[src/core/pwm_edge_pkg.sv]
// Package with widths, mode codes, reset values and timing constants for the edge engine.
package pwm_edge_pkg;
    localparam int CW = 14;
    localparam int DW = 16;
    typedef logic [CW-1:0] cnt_t;
    typedef logic [DW-1:0] duty_t;
    typedef enum logic [1:0] {
        MODE_MULTI    = 2'b00,
        MODE_RESONANT = 2'b01,
        MODE_TRIANGLE = 2'b10,
        MODE_LEADING  = 2'b11
    } pwm_mode_e;
    typedef enum logic [1:0] {
        LVL_BASE = 2'b00,
        LVL_MID  = 2'b01,
        LVL_HIGH = 2'b10
    } mode_level_e;
    localparam cnt_t CNT_ZERO       = 14'h0000;
    localparam cnt_t SR_RESET_ON    = 14'h0000;
    localparam cnt_t SR_RAMP_STEP   = 14'h0001;
    localparam int   SR_RAMP_PERIODS = 64;
    localparam int   SR_DIV_W        = 6;
    localparam logic [SR_DIV_W-1:0] SR_DIV_LAST = 6'h3F;
endpackage

[src/core/mode_sel_if.sv]
// Interface carrying the mode-level selection between the selector and the edge engine.
`timescale 1ns/1ps
interface mode_sel_if;
    import pwm_edge_pkg::*;
    logic        enable;
    logic        period_start;
    duty_t       duty;
    duty_t       low_rise;
    duty_t       low_fall;
    duty_t       high_rise;
    duty_t       high_fall;
    mode_level_e level;
    modport selector (input enable, period_start, duty, low_rise, low_fall, high_rise,
                      high_fall, output level);
    modport engine   (output enable, period_start, duty, low_rise, low_fall, high_rise,
                      high_fall, input level);
endinterface

[src/core/pwm_mode_edge_engine.sv]
// Edge engine for one two-output modulator channel with several modulation modes.
// Functional notes
// - Phase sync from fixed register or loop duty.
// - Multi mode: A rises edge1, falls plus duty, trim.
// - Multi mode: B rises edge3, falls plus duty, trim.
// - Multi mode ignores edge registers two and four.
// - Multi B may wrap period; A may not.
// - Adaptive sample at end or middle of on-time.
// - Resonant dead times and their average computed.
// - Resonant A fall and B rise edges from average dead.
// - Resonant B falls at loop period minus tail.
// - Triangular: only B, centred pulse, no adaptive.
// - Leading edge: A falls edge1, rises earlier.
// - Leading edge adaptive sample before edge1.
// - Leading edge B rises edge4, falls before A.
// - Fixed triggers and blanking from own registers.
// - Rectifier held off, then on-time ramps slowly.
// - Diode emulation on-time from vin, vout, duty.
// - Auto switching picks base, mid, high configs.
// - Four thresholds in rising and falling pairs.
// - Base to mid above rise, back below fall.
// - Current limit ends output_a pulse after a two-flop sync.
// - Optionally output_b matches truncated output_a width.
// - Counter counts zero to period, edges on match.
`timescale 1ns/1ps
module pwm_mode_edge_engine
    import pwm_edge_pkg::*;
(
    input  wire logic      core_clk,
    input  wire logic      rst,
    input  wire logic      clk_en,
    input  wire logic      pwm_enable,
    input  wire cnt_t      period_reg,
    input  wire cnt_t      edge_reg_1,
    input  wire cnt_t      edge_reg_2,
    input  wire cnt_t      edge_reg_3,
    input  wire cnt_t      edge_reg_4,
    input  wire cnt_t      trim_a,
    input  wire cnt_t      trim_b,
    input  wire cnt_t      sample_offset_reg,
    input  wire logic      sample_half_sel,
    input  wire cnt_t      phase_reg,
    input  wire logic      phase_from_duty,
    input  wire cnt_t      loop_duty,
    input  wire cnt_t      loop_period,
    input  wire logic [5:0] base_mode_config,
    input  wire logic [5:0] mid_mode_config,
    input  wire logic [5:0] high_mode_config,
    input  wire logic      auto_switch_en,
    input  wire duty_t     low_rise_threshold,
    input  wire duty_t     low_fall_threshold,
    input  wire duty_t     high_rise_threshold,
    input  wire duty_t     high_fall_threshold,
    input  wire cnt_t      sample_trig_1_reg,
    input  wire cnt_t      sample_trig_2_reg,
    input  wire cnt_t      blank_a_begin_reg,
    input  wire cnt_t      blank_a_end_reg,
    input  wire cnt_t      blank_b_begin_reg,
    input  wire cnt_t      blank_b_end_reg,
    input  wire logic      current_limit_pin,
    input  wire logic      sr_nominal_reached,
    input  wire cnt_t      sr_on_target,
    input  wire cnt_t      vin_value,
    input  wire cnt_t      vout_value,
    output logic           output_a,
    output logic           output_b,
    output logic           adaptive_trig,
    output logic           sample_trig_1,
    output logic           sample_trig_2,
    output logic           blank_a,
    output logic           blank_b,
    output logic           phase_sync,
    output logic           cbc_truncated,
    output logic           sr_drive,
    output cnt_t           diode_emulation_on,
    output logic [1:0]     active_level
);
    // Config fields: [1:0] mode, [2] cycle-by-cycle enable, [3] B match on truncation.
    logic period_end;
    mode_sel_if msel ();
    assign msel.enable       = auto_switch_en;
    assign msel.period_start = period_end;
    assign msel.duty         = {{(DW-CW){1'b0}}, loop_duty};
    assign msel.low_rise     = low_rise_threshold;
    assign msel.low_fall     = low_fall_threshold;
    assign msel.high_rise    = high_rise_threshold;
    assign msel.high_fall    = high_fall_threshold;

    mode_level_select u_sel (
        .core_clk (core_clk),
        .rst      (rst),
        .clk_en   (clk_en),
        .sel      (msel)
    );

    // Current limit pin is asynchronous to the core clock.
    logic cl_s1_r;
    logic cl_s2_r;
    always_ff @(posedge core_clk or posedge rst) begin
        if (rst) begin
            cl_s1_r <= 1'b0;
            cl_s2_r <= 1'b0;
        end else if (clk_en) begin
            cl_s1_r <= current_limit_pin;
            cl_s2_r <= cl_s1_r;
        end
    end

    cnt_t cnt_r;
    cnt_t cnt_nxt;
    assign period_end = (cnt_r >= period_reg);

    always_comb begin
        cnt_nxt = cnt_r + SR_RAMP_STEP;
        if (!pwm_enable || period_end) cnt_nxt = CNT_ZERO;
    end

    logic [5:0] cfg;
    always_comb begin
        case (msel.level)
            LVL_MID:  cfg = mid_mode_config;
            LVL_HIGH: cfg = high_mode_config;
            default:  cfg = base_mode_config;
        endcase
    end
    pwm_mode_e mode;
    assign mode = pwm_mode_e'(cfg[1:0]);

    // Edge arithmetic, computed continuously and latched at the period boundary.
    cnt_t half_duty;
    cnt_t dead1;
    cnt_t dead2;
    cnt_t dead_avg;
    cnt_t a_fall_res;
    cnt_t le_rise;
    logic [CW:0] dead_sum;
    assign half_duty  = loop_duty >> 1;
    assign dead1      = edge_reg_3 - edge_reg_2;
    assign dead2      = edge_reg_1 + period_reg - edge_reg_4;
    assign dead_sum   = {1'b0, dead1} + {1'b0, dead2};
    assign dead_avg   = dead_sum[CW:1];
    assign a_fall_res = edge_reg_1 + loop_duty - dead_avg;
    assign le_rise    = edge_reg_1 - loop_duty + trim_a;

    cnt_t a_on_c;
    cnt_t a_off_c;
    cnt_t b_on_c;
    cnt_t b_off_c;
    cnt_t adp_c;
    logic a_use_c;
    logic adp_use_c;
    always_comb begin
        a_use_c   = 1'b1;
        adp_use_c = 1'b1;
        a_on_c    = edge_reg_1;
        a_off_c   = edge_reg_1 + loop_duty + trim_a;
        b_on_c    = edge_reg_3;
        b_off_c   = edge_reg_3 + loop_duty + trim_b;
        adp_c     = edge_reg_1 + (sample_half_sel ? half_duty : loop_duty)
                    + sample_offset_reg;
        case (mode)
            MODE_MULTI: begin
                a_off_c = edge_reg_1 + loop_duty + trim_a;
                b_on_c  = edge_reg_3;
                b_off_c = edge_reg_3 + loop_duty + trim_b;
                if (b_off_c > period_reg) b_off_c = b_off_c - period_reg - SR_RAMP_STEP;
            end
            MODE_RESONANT: begin
                a_off_c = a_fall_res;
                b_on_c  = a_fall_res + dead1;
                b_off_c = loop_period - (period_reg - edge_reg_4);
            end
            MODE_TRIANGLE: begin
                a_use_c   = 1'b0;
                adp_use_c = 1'b0;
                b_on_c    = (period_reg >> 1) - half_duty + trim_a;
                b_off_c   = (period_reg >> 1) + half_duty + trim_b;
            end
            MODE_LEADING: begin
                a_on_c  = le_rise;
                a_off_c = edge_reg_1;
                adp_c   = edge_reg_1 - (sample_half_sel ? half_duty : loop_duty)
                          + sample_offset_reg;
                b_on_c  = edge_reg_4;
                b_off_c = le_rise - (edge_reg_2 - edge_reg_3);
            end
            default: a_use_c = 1'b0;
        endcase
    end

    cnt_t a_on_r;
    cnt_t a_off_r;
    cnt_t b_on_r;
    cnt_t b_off_r;
    cnt_t adp_r;
    cnt_t phase_r;
    logic a_use_r;
    logic adp_use_r;
    logic cbc_en_r;
    logic b_match_r;
    always_ff @(posedge core_clk or posedge rst) begin
        if (rst) begin
            a_on_r    <= CNT_ZERO;
            a_off_r   <= CNT_ZERO;
            b_on_r    <= CNT_ZERO;
            b_off_r   <= CNT_ZERO;
            adp_r     <= CNT_ZERO;
            phase_r   <= CNT_ZERO;
            a_use_r   <= 1'b0;
            adp_use_r <= 1'b0;
            cbc_en_r  <= 1'b0;
            b_match_r <= 1'b0;
        end else if (clk_en && period_end) begin
            a_on_r    <= a_on_c;
            a_off_r   <= a_off_c;
            b_on_r    <= b_on_c;
            b_off_r   <= b_off_c;
            adp_r     <= adp_c;
            phase_r   <= phase_from_duty ? loop_duty : phase_reg;
            a_use_r   <= a_use_c;
            adp_use_r <= adp_use_c;
            cbc_en_r  <= cfg[2];
            b_match_r <= cfg[3];
        end
    end

    // Output state machine and counters, registered together.
    logic a_r, a_nxt, b_r, b_nxt, trunc_r, trunc_nxt;
    cnt_t a_width_r, a_width_nxt, b_width_r, b_width_nxt;
    logic b_match_cut;
    assign b_match_cut = b_match_r && trunc_r && (b_width_r + SR_RAMP_STEP >= a_width_r);

    always_comb begin
        a_nxt       = a_r;
        b_nxt       = b_r;
        trunc_nxt   = trunc_r;
        a_width_nxt = a_r ? a_width_r + SR_RAMP_STEP : a_width_r;
        b_width_nxt = b_r ? b_width_r + SR_RAMP_STEP : b_width_r;
        if (period_end) begin
            a_nxt     = 1'b0;
            trunc_nxt = 1'b0;
        end
        if (a_use_r && cnt_nxt == a_on_r) begin
            a_nxt       = 1'b1;
            a_width_nxt = CNT_ZERO;
        end
        if (cnt_nxt == a_off_r) a_nxt = 1'b0;
        if (a_r && cbc_en_r && cl_s2_r) begin
            a_nxt     = 1'b0;
            trunc_nxt = 1'b1;
        end
        if (cnt_nxt == b_on_r) begin
            b_nxt       = 1'b1;
            b_width_nxt = CNT_ZERO;
        end
        // A wrapped pulse whose end meets its start stays on.
        if (cnt_nxt == b_off_r && !(b_r && cnt_nxt == b_on_r)) b_nxt = 1'b0;
        if (b_r && b_match_cut) b_nxt = 1'b0;
        if (!pwm_enable) begin
            a_nxt     = 1'b0;
            b_nxt     = 1'b0;
            trunc_nxt = 1'b0;
        end
    end

    // Rectifier ramp: off until nominal, then one step every SR_RAMP_PERIODS periods.
    cnt_t sr_on_r, sr_on_nxt;
    logic [SR_DIV_W-1:0] sr_div_r, sr_div_nxt;
    cnt_t de_r, de_nxt;
    logic [2*CW-1:0] de_prod;
    assign de_prod = (vin_value > vout_value) ?
                     (loop_duty * (vin_value - vout_value)) : '0;

    always_comb begin
        sr_on_nxt  = sr_on_r;
        sr_div_nxt = sr_div_r;
        de_nxt     = de_r;
        if (!sr_nominal_reached) begin
            sr_on_nxt  = SR_RESET_ON;
            sr_div_nxt = '0;
        end else if (period_end) begin
            sr_div_nxt = sr_div_r + 1'b1;
            if (sr_div_r == SR_DIV_LAST && sr_on_r < sr_on_target) begin
                sr_on_nxt = sr_on_r + SR_RAMP_STEP;
            end
        end
        // Ideal on-time is duty times (vin - vout) / vout, computed per period.
        if (period_end) begin
            de_nxt = (vout_value == CNT_ZERO) ? CNT_ZERO
                     : CW'(de_prod / {{CW{1'b0}}, vout_value});
        end
    end

    always_ff @(posedge core_clk or posedge rst) begin
        if (rst) begin
            cnt_r              <= CNT_ZERO;
            a_r                <= 1'b0;
            b_r                <= 1'b0;
            trunc_r            <= 1'b0;
            a_width_r          <= CNT_ZERO;
            b_width_r          <= CNT_ZERO;
            sr_on_r            <= SR_RESET_ON;
            sr_div_r           <= '0;
            de_r               <= CNT_ZERO;
            output_a           <= 1'b0;
            output_b           <= 1'b0;
            adaptive_trig      <= 1'b0;
            sample_trig_1      <= 1'b0;
            sample_trig_2      <= 1'b0;
            blank_a            <= 1'b0;
            blank_b            <= 1'b0;
            phase_sync         <= 1'b0;
            cbc_truncated      <= 1'b0;
            sr_drive           <= 1'b0;
            diode_emulation_on <= CNT_ZERO;
            active_level       <= 2'b00;
        end else if (clk_en) begin
            cnt_r              <= cnt_nxt;
            a_r                <= a_nxt;
            b_r                <= b_nxt;
            trunc_r            <= trunc_nxt;
            a_width_r          <= a_width_nxt;
            b_width_r          <= b_width_nxt;
            sr_on_r            <= sr_on_nxt;
            sr_div_r           <= sr_div_nxt;
            de_r               <= de_nxt;
            output_a           <= a_nxt;
            output_b           <= b_nxt;
            adaptive_trig      <= adp_use_r && pwm_enable && (cnt_nxt == adp_r);
            sample_trig_1      <= pwm_enable && (cnt_nxt == sample_trig_1_reg);
            sample_trig_2      <= pwm_enable && (cnt_nxt == sample_trig_2_reg);
            blank_a            <= pwm_enable && (cnt_nxt == blank_a_begin_reg ? 1'b1 :
                                  cnt_nxt == blank_a_end_reg ? 1'b0 : blank_a);
            blank_b            <= pwm_enable && (cnt_nxt == blank_b_begin_reg ? 1'b1 :
                                  cnt_nxt == blank_b_end_reg ? 1'b0 : blank_b);
            phase_sync         <= pwm_enable && (cnt_nxt == phase_r);
            cbc_truncated      <= trunc_nxt;
            sr_drive           <= b_nxt && (b_width_nxt < sr_on_r);
            diode_emulation_on <= de_r;
            active_level       <= msel.level;
        end
    end
endmodule

[src/core/mode_level_select.sv]
// Hysteretic selector choosing among the base, mid and high mode configurations.
`timescale 1ns/1ps
module mode_level_select
    import pwm_edge_pkg::*;
(
    input  wire logic        core_clk,
    input  wire logic        rst,
    input  wire logic        clk_en,
    mode_sel_if.selector     sel
);
    mode_level_e level_r;
    mode_level_e level_nxt;

    // While enabled, levels move at most one step per period, on rising and falling threshold pairs.
    always_comb begin
        level_nxt = level_r;
        if (!sel.enable) begin
            level_nxt = LVL_BASE;
        end else if (sel.period_start) begin
            case (level_r)
                LVL_BASE: begin
                    if (sel.duty > sel.low_rise) level_nxt = LVL_MID;
                end
                LVL_MID: begin
                    if (sel.duty > sel.high_rise) level_nxt = LVL_HIGH;
                    else if (sel.duty < sel.low_fall) level_nxt = LVL_BASE;
                end
                LVL_HIGH: begin
                    if (sel.duty < sel.high_fall) level_nxt = LVL_MID;
                end
                default: level_nxt = LVL_BASE;
            endcase
        end
    end

    always_ff @(posedge core_clk or posedge rst) begin
        if (rst) begin
            level_r <= LVL_BASE;
        end else if (clk_en) begin
            level_r <= level_nxt;
        end
    end

    assign sel.level = level_r;
endmodule

[config.mk]
export PLATFORM = sky130hd
export DESIGN_NAME = pwm_mode_edge_engine
export DESIGN_NICKNAME = d
export VERILOG_FILES = /design/src/core/pwm_edge_pkg.sv /design/src/core/mode_sel_if.sv /design/src/core/pwm_mode_edge_engine.sv /design/src/core/mode_level_select.sv
export SDC_FILE = /design/constraint.sdc
export NUM_CORES = 2
export LEC_CHECK = 0
export ABC_AREA = 1
export BUFFER_PORTS_ARGS = -buffer_cell sky130_fd_sc_hd__buf_2
export CORE_ASPECT_RATIO = 0.8
export CORE_UTILIZATION = 30
export DETAILED_ROUTE_END_ITERATION = 16
export SYNTH_ARGS = -nofsm -noshare
export SYNTH_HDL_FRONTEND = slang
export SYNTH_SLANG_ARGS = --single-unit
[constraint.sdc]
create_clock -name core_clk -period 6.44 [get_ports core_clk]
set_input_delay 1.288 -clock core_clk [delete_from_list [all_inputs] [get_ports core_clk]]
set_output_delay 1.288 -clock core_clk [all_outputs]
set_load 0.01 [all_outputs]
# Word level (Yosys, flattened, before mapping)
# Index checks and enable logic that the tools add are counted.
# classes
add_sub_neg,32
n_mul,1
div_mod_pow,1
order_cmp,10
eq_ne,26
n_shift,0
muxes,44
n_bitwise,0
reduce_logical,32
# op_table
cell,count
2-to-1 mux 14 bit,14
adder 14 bit,12
== test 14 bit,12
subtractor 14 bit,10
case mux 14 bit (4 select lines),2
"adder 14 x 1 -> 14 bit, second input constant",4
greater-than comparator 14 x 16 -> 1 bit,2
< comparator 14 x 16 -> 1 bit,2
divider 28 x 14 -> 28 bit,1
>= comparator 14 bit,2
greater-than comparator 14 bit,2
< comparator 14 bit,2
multiplier 15 x 15 -> 28 bit,1
2-to-1 mux 28 bit,1
case mux 14 bit (2 select lines),1
logical AND 1 bit,18
2-to-1 mux 1 bit,16
adder 14 x 14 -> 15 bit,1
subtractor 14 x 14 -> 15 bit,1
adder 13 x 13 -> 14 bit,1
logical NOT 14 bit,1
subtractor 13 x 13 -> 14 bit,1
"subtractor 14 x 1 -> 14 bit, second input constant",1
2-to-1 mux 2 bit,6
19 further kinds,32
# word_totals
reg_bits,193
latch_bits,0
mem_bits_rw,0
romBits,0
in_bits,371
output_inout_bits,26
elab_cells,176
n_memories,0

# Depth between registers and ports, before layout
# logic_depth
word_depth,11
mapped_depth,540
mapped_depth_nobuf,507

# By module
# From an unflattened synthesis, not the netlist that was laid out.
# hier_totals
hier_cells,7729
area_unflattened_um2,51898.5
# modules_own_cells
mod,n_inst,cells_each,area_per_inst_um2,seq_area_each_um2
pwm_mode_edge_engine,1,7435,50098.0,4779.6
mode_level_select,1,294,1800.5,50.0

# Least setup slack after synthesis
# No wires, ideal clock.
# synth_path
kind,input port to flip-flop
from,input port vout_value[1]
to,register de_r[0]
setup_time_ns,0.117
arrival_time_ns,73.324
t_required_ns,6.323
path_slack_ns,-67.001
path_stages,516
path_buffers,34
cell_sequence,inv_1 ha_1 nand3_1 nand2_1 nand2_1 nand2_1 inv_1 nor2_1 nor3_1 a21oi_1 a31oi_1 or2_2 nand2_1 inv_1 nand2_1 fa_1 fa_1 inv_1 [... 480 more ...] o21a_1 o21ai_0 nand2_1 a21oi_1 o21bai_1 a21oi_1 o21bai_1 a21oi_1 o21bai_1 a21o_1 a21oi_1 nand2_1 nor2_1 nand3_1 nor2_1 nand3_1 nand2_1 nand2_1
# synth_via
elab_chain_cells,5
word_cells_on_any_way,7
cone_classes,add/sub (1); mul (1); div (1); order compare (1); mux (2); reduce/logical (1)
# synth_lines
element,line,text
"start, declared",pwm_mode_edge_engine.sv:64,"input wire cnt_t vout_value,"
subtractor 14 x 14 -> 15 bit,pwm_mode_edge_engine.sv:272,(loop_duty * (vin_value - vout_value)) : '0;
multiplier 15 x 15 -> 28 bit,pwm_mode_edge_engine.sv:272,
2-to-1 mux 28 bit,pwm_mode_edge_engine.sv:271,assign de_prod = (vin_value > vout_value) ?
divider 28 x 14 -> 28 bit,pwm_mode_edge_engine.sv:290,": CW'(de_prod / {{CW{1'b0}}, vout_value});"
2-to-1 mux 14 bit *,pwm_mode_edge_engine.sv:289,de_nxt = (vout_value == CNT_ZERO) ? CNT_ZERO
"end signal, assigned",pwm_mode_edge_engine.sv:326,de_r <= de_nxt;
"end, declared",pwm_mode_edge_engine.sv:269,"cnt_t de_r, de_nxt;"
# Mark *: on every way between the ends. The rest lies on a longest branch, timed or not.
# A chain may end at the register's enable or synchronous reset.

# Worst setup path after layout
# layout_path
from,input port vout_value[5]
to,register de_r[0]
# The elaborated chain is that of the path after synthesis.

==> impl_metrics.csv <==
group,metric,value,unit
synthesis,synth_seq_cells,193,
routing,drcViolationCount,0,
floorplanning,die_y,371,µm
routing,vias,63592,
placement,gp_congestion,0.990,
global_route,grt_pass1_vias,62078,
setup_path,path_class,"in2reg",
finish,layout.cells.most_common,"buf_4",
finish,fillers,15939,
routing,viasPerCell,4.98,
clock_network,cts_tree,"yes",
placement,dpl_cell_area,68700,µm²
finish,multi_input_area,44400,µm²
timing,min_period,63200,ps
global_route,grt_use_total,0.253,
floorplanning,start_util,0.304,
synthesis,yosysTopAreaCellShare,0.186,
global_route,grt-ovfl-total,0,
timing,finalClockSkew,21.2,ps
setup_path,crit_required,6850,ps
global_route,grt_pass1_wl,342000,µm
clock_network,cts_buffers,17,
synthesis,yosys-top-cells-area,"ha_1 (19%), nand2_1 (12%), fa_1 (11%)",
finish,stdcell_area,80100,µm²
setup_path,slowest_stage,"fa_1",
timing,relSlewSlack,0.283,
timing,timing.fmax,15.8,MHz
setup_path,endpoint_kind,"flip-flop",
global_route,grt_start_max_net_pins,150,
hold_path,min_path_cells,2,
clock_network,cts_sinks,193,
flow_run,drv_cap,0,
timing,finalCritPeriodShare,9.81,
timing,grt_setup_unrepaired,"yes",
timing,setup_slack,-56760,ps
finish,mostFrequentLayoutCells,"buf_4 (2478), nand2_1 (1484), inv_1 (1310)",
routing,wl,233000,µm
floorplanning,fp.dieArea,171000,µm²
setup_path,r2r_cells,28,
clock_network,cts.clk_slew.worst_paths,100,ps
synthesis,synth-async-reset-ratio,1.00,
floorplanning,coreArea,168000,µm²
synthesis,synth_ff_type,"dfrtp_1",
routing,wire_per_inst,18.3,µm
placement,io_buffers,390,
synthesis,synth_edf_count,0,
synthesis,synthCells,7665,
setup_path,crit_path_max_incr_delay,560,ps
synthesis,yosys.area.top_type,"ha_1",
setup_path,cp_common_cell,"buf_4",
finish,area_delta_synth_final,57.3,%
finish,finalNonFillerCells,12763,
floorplanning,rows,134,
clock_network,hold_buffers,0,
clock_network,clkLatencyLatePin,510,ps
timing,hold_viol,0,
clock_network,cts-root-buf,"clkbuf_16",
floorplanning,io_pins,397,
outcome,outcome,"finished with violations",
synthesis,syn_avg_cell_area,6.64,µm²
routing,dr.pass1.iters,6,
synthesis,yosysSeqAreaShare,0.0948,
setup_path,critPathLaunchType,"input port",
outcome,violations,"setup timing",
timing,drv_slew,0,
clock_network,cts_buffer_depth,2,
timing,setup_viol,16,
finish,nets,11905,
finish,fin_util,0.478,
placement,dp_hpwl,175000,µm
synthesis,ys_types,75,
hold_path,hp-class,"reg2reg",
global_route,grt_antenna_before_repair,18,
placement,dp.cells,11853,
synthesis,netlist_area,50900,µm²
finish,seqCellArea,4830,µm²
routing,final_antenna_net_count,0,
finish,layout-drive-gt1-share,0.375,
routing,first_iter_violations,5064,
synthesis,syn_nets,9077,
timing,worstMarginPinSlew,1070,ps
setup_path,cp.arrival,63610,ps
clock_network,htree_levels,4,
setup_path,path_max_fanout,7,
synthesis,synth_warnings,0,
timing,setup_tns,-579450,ps
floorplanning,die_w,463,µm
worst paths after layout:
path	from	slack (ps)	to
max in group asynchronous	rst	4590	adp_r[11]
setup reg to reg	cnt_r[1]	1080	sr_drive
hold / removal	diode_emulation_on[0]	480	diode_emulation_on[0]
min in group asynchronous	rst	670	blank_a
hold reg to reg	diode_emulation_on[0]	480	diode_emulation_on[0]
setup / recovery	vout_value[5]	-56760	de_r[0]
kinds of logic (layout without fill, tap and decap cells):
logic type | Yosys count | after routing | synth area share
xor gates and xnor gates | 471 | 471 | 0.0810
muxes | 1 | 1 | 0.000197
and+or+nand+nor | 2904 | 2907 | 0.243
other | 0 | 13 | 0
adders and majority gates | 1041 | 1041 | 0.297
buffers and inverters | 1612 | 4450 | 0.121
AOI/OAI and AO/OA | 1443 | 1443 | 0.162
DFF | 193 | 193 | 0.0948
critical path, delay by kind of cell:
family	cells	cell delay (ps)
compound gates	164	23590
buf+inv	133	12820
xor+xnor	2	280
simple gates	159	15050
fa+ha+maj	35	10420
routing by layer:
layer | GRT usage | share of wire | vias up
met5 | 0 | 0.00011 | -
met4 | 0.0988 | 0.052 | 4
met3 | 0.0453 | 0.082 | 662
met2 | 0.416 | 0.44 | 2536
met1 | 0.327 | 0.42 | 29932
li1 | - | - | 30458
cell usage after synthesis, types with 32 or more instances:
cell,count
clkbuf_1,128
o21ai_1,32
xor2_1,317
xnor2_1,154
nand2_1,1631
dfrtp_1,193
nand4_1,96
fa_1,283
a21oi_1,499
or2_2,46
o22ai_1,37
a21o_1,46
nor2_1,604
inv_2,36
nand3_1,301
inv_1,1413
nor3_1,68
o21ai_0,529
o21bai_1,71
nand2_2,33
ha_1,758
repair_timing:
action                                  in CTS  in global routing
buffers inserted                           689                186
gates cloned                                 9                  1
gates resized for setup                    392                593
endpoints found under the setup margin      18                 23
pin swaps                                  406                527
layout make-up:
type                            count  area share
Antenna cell                       13    0.000406
Clock buffer                       17     0.00531
Clock inverter                     15     0.00244
Inverter                         1459      0.0701
Multi-Input combinational cell   5863       0.554
Sequential cell                   193      0.0603
Tap cell                         2244      0.0351
Timing Repair Buffer             2957       0.272
Timing Repair inverter              2    0.000141
metrics by stage:
step	hold WS, ps	setup WS, ps
3_5_place_dp	453	-58410
6_report	478	-56760
5_1_grt	501	-60330
3_3_place_gp	455	-56120
2_1_floorplan	446	-59960
4_1_cts	476	-53860
Power is left out: the tool's default activity adds up to more than one toggle a clock period on the data nets, which glitch-free logic cannot reach.
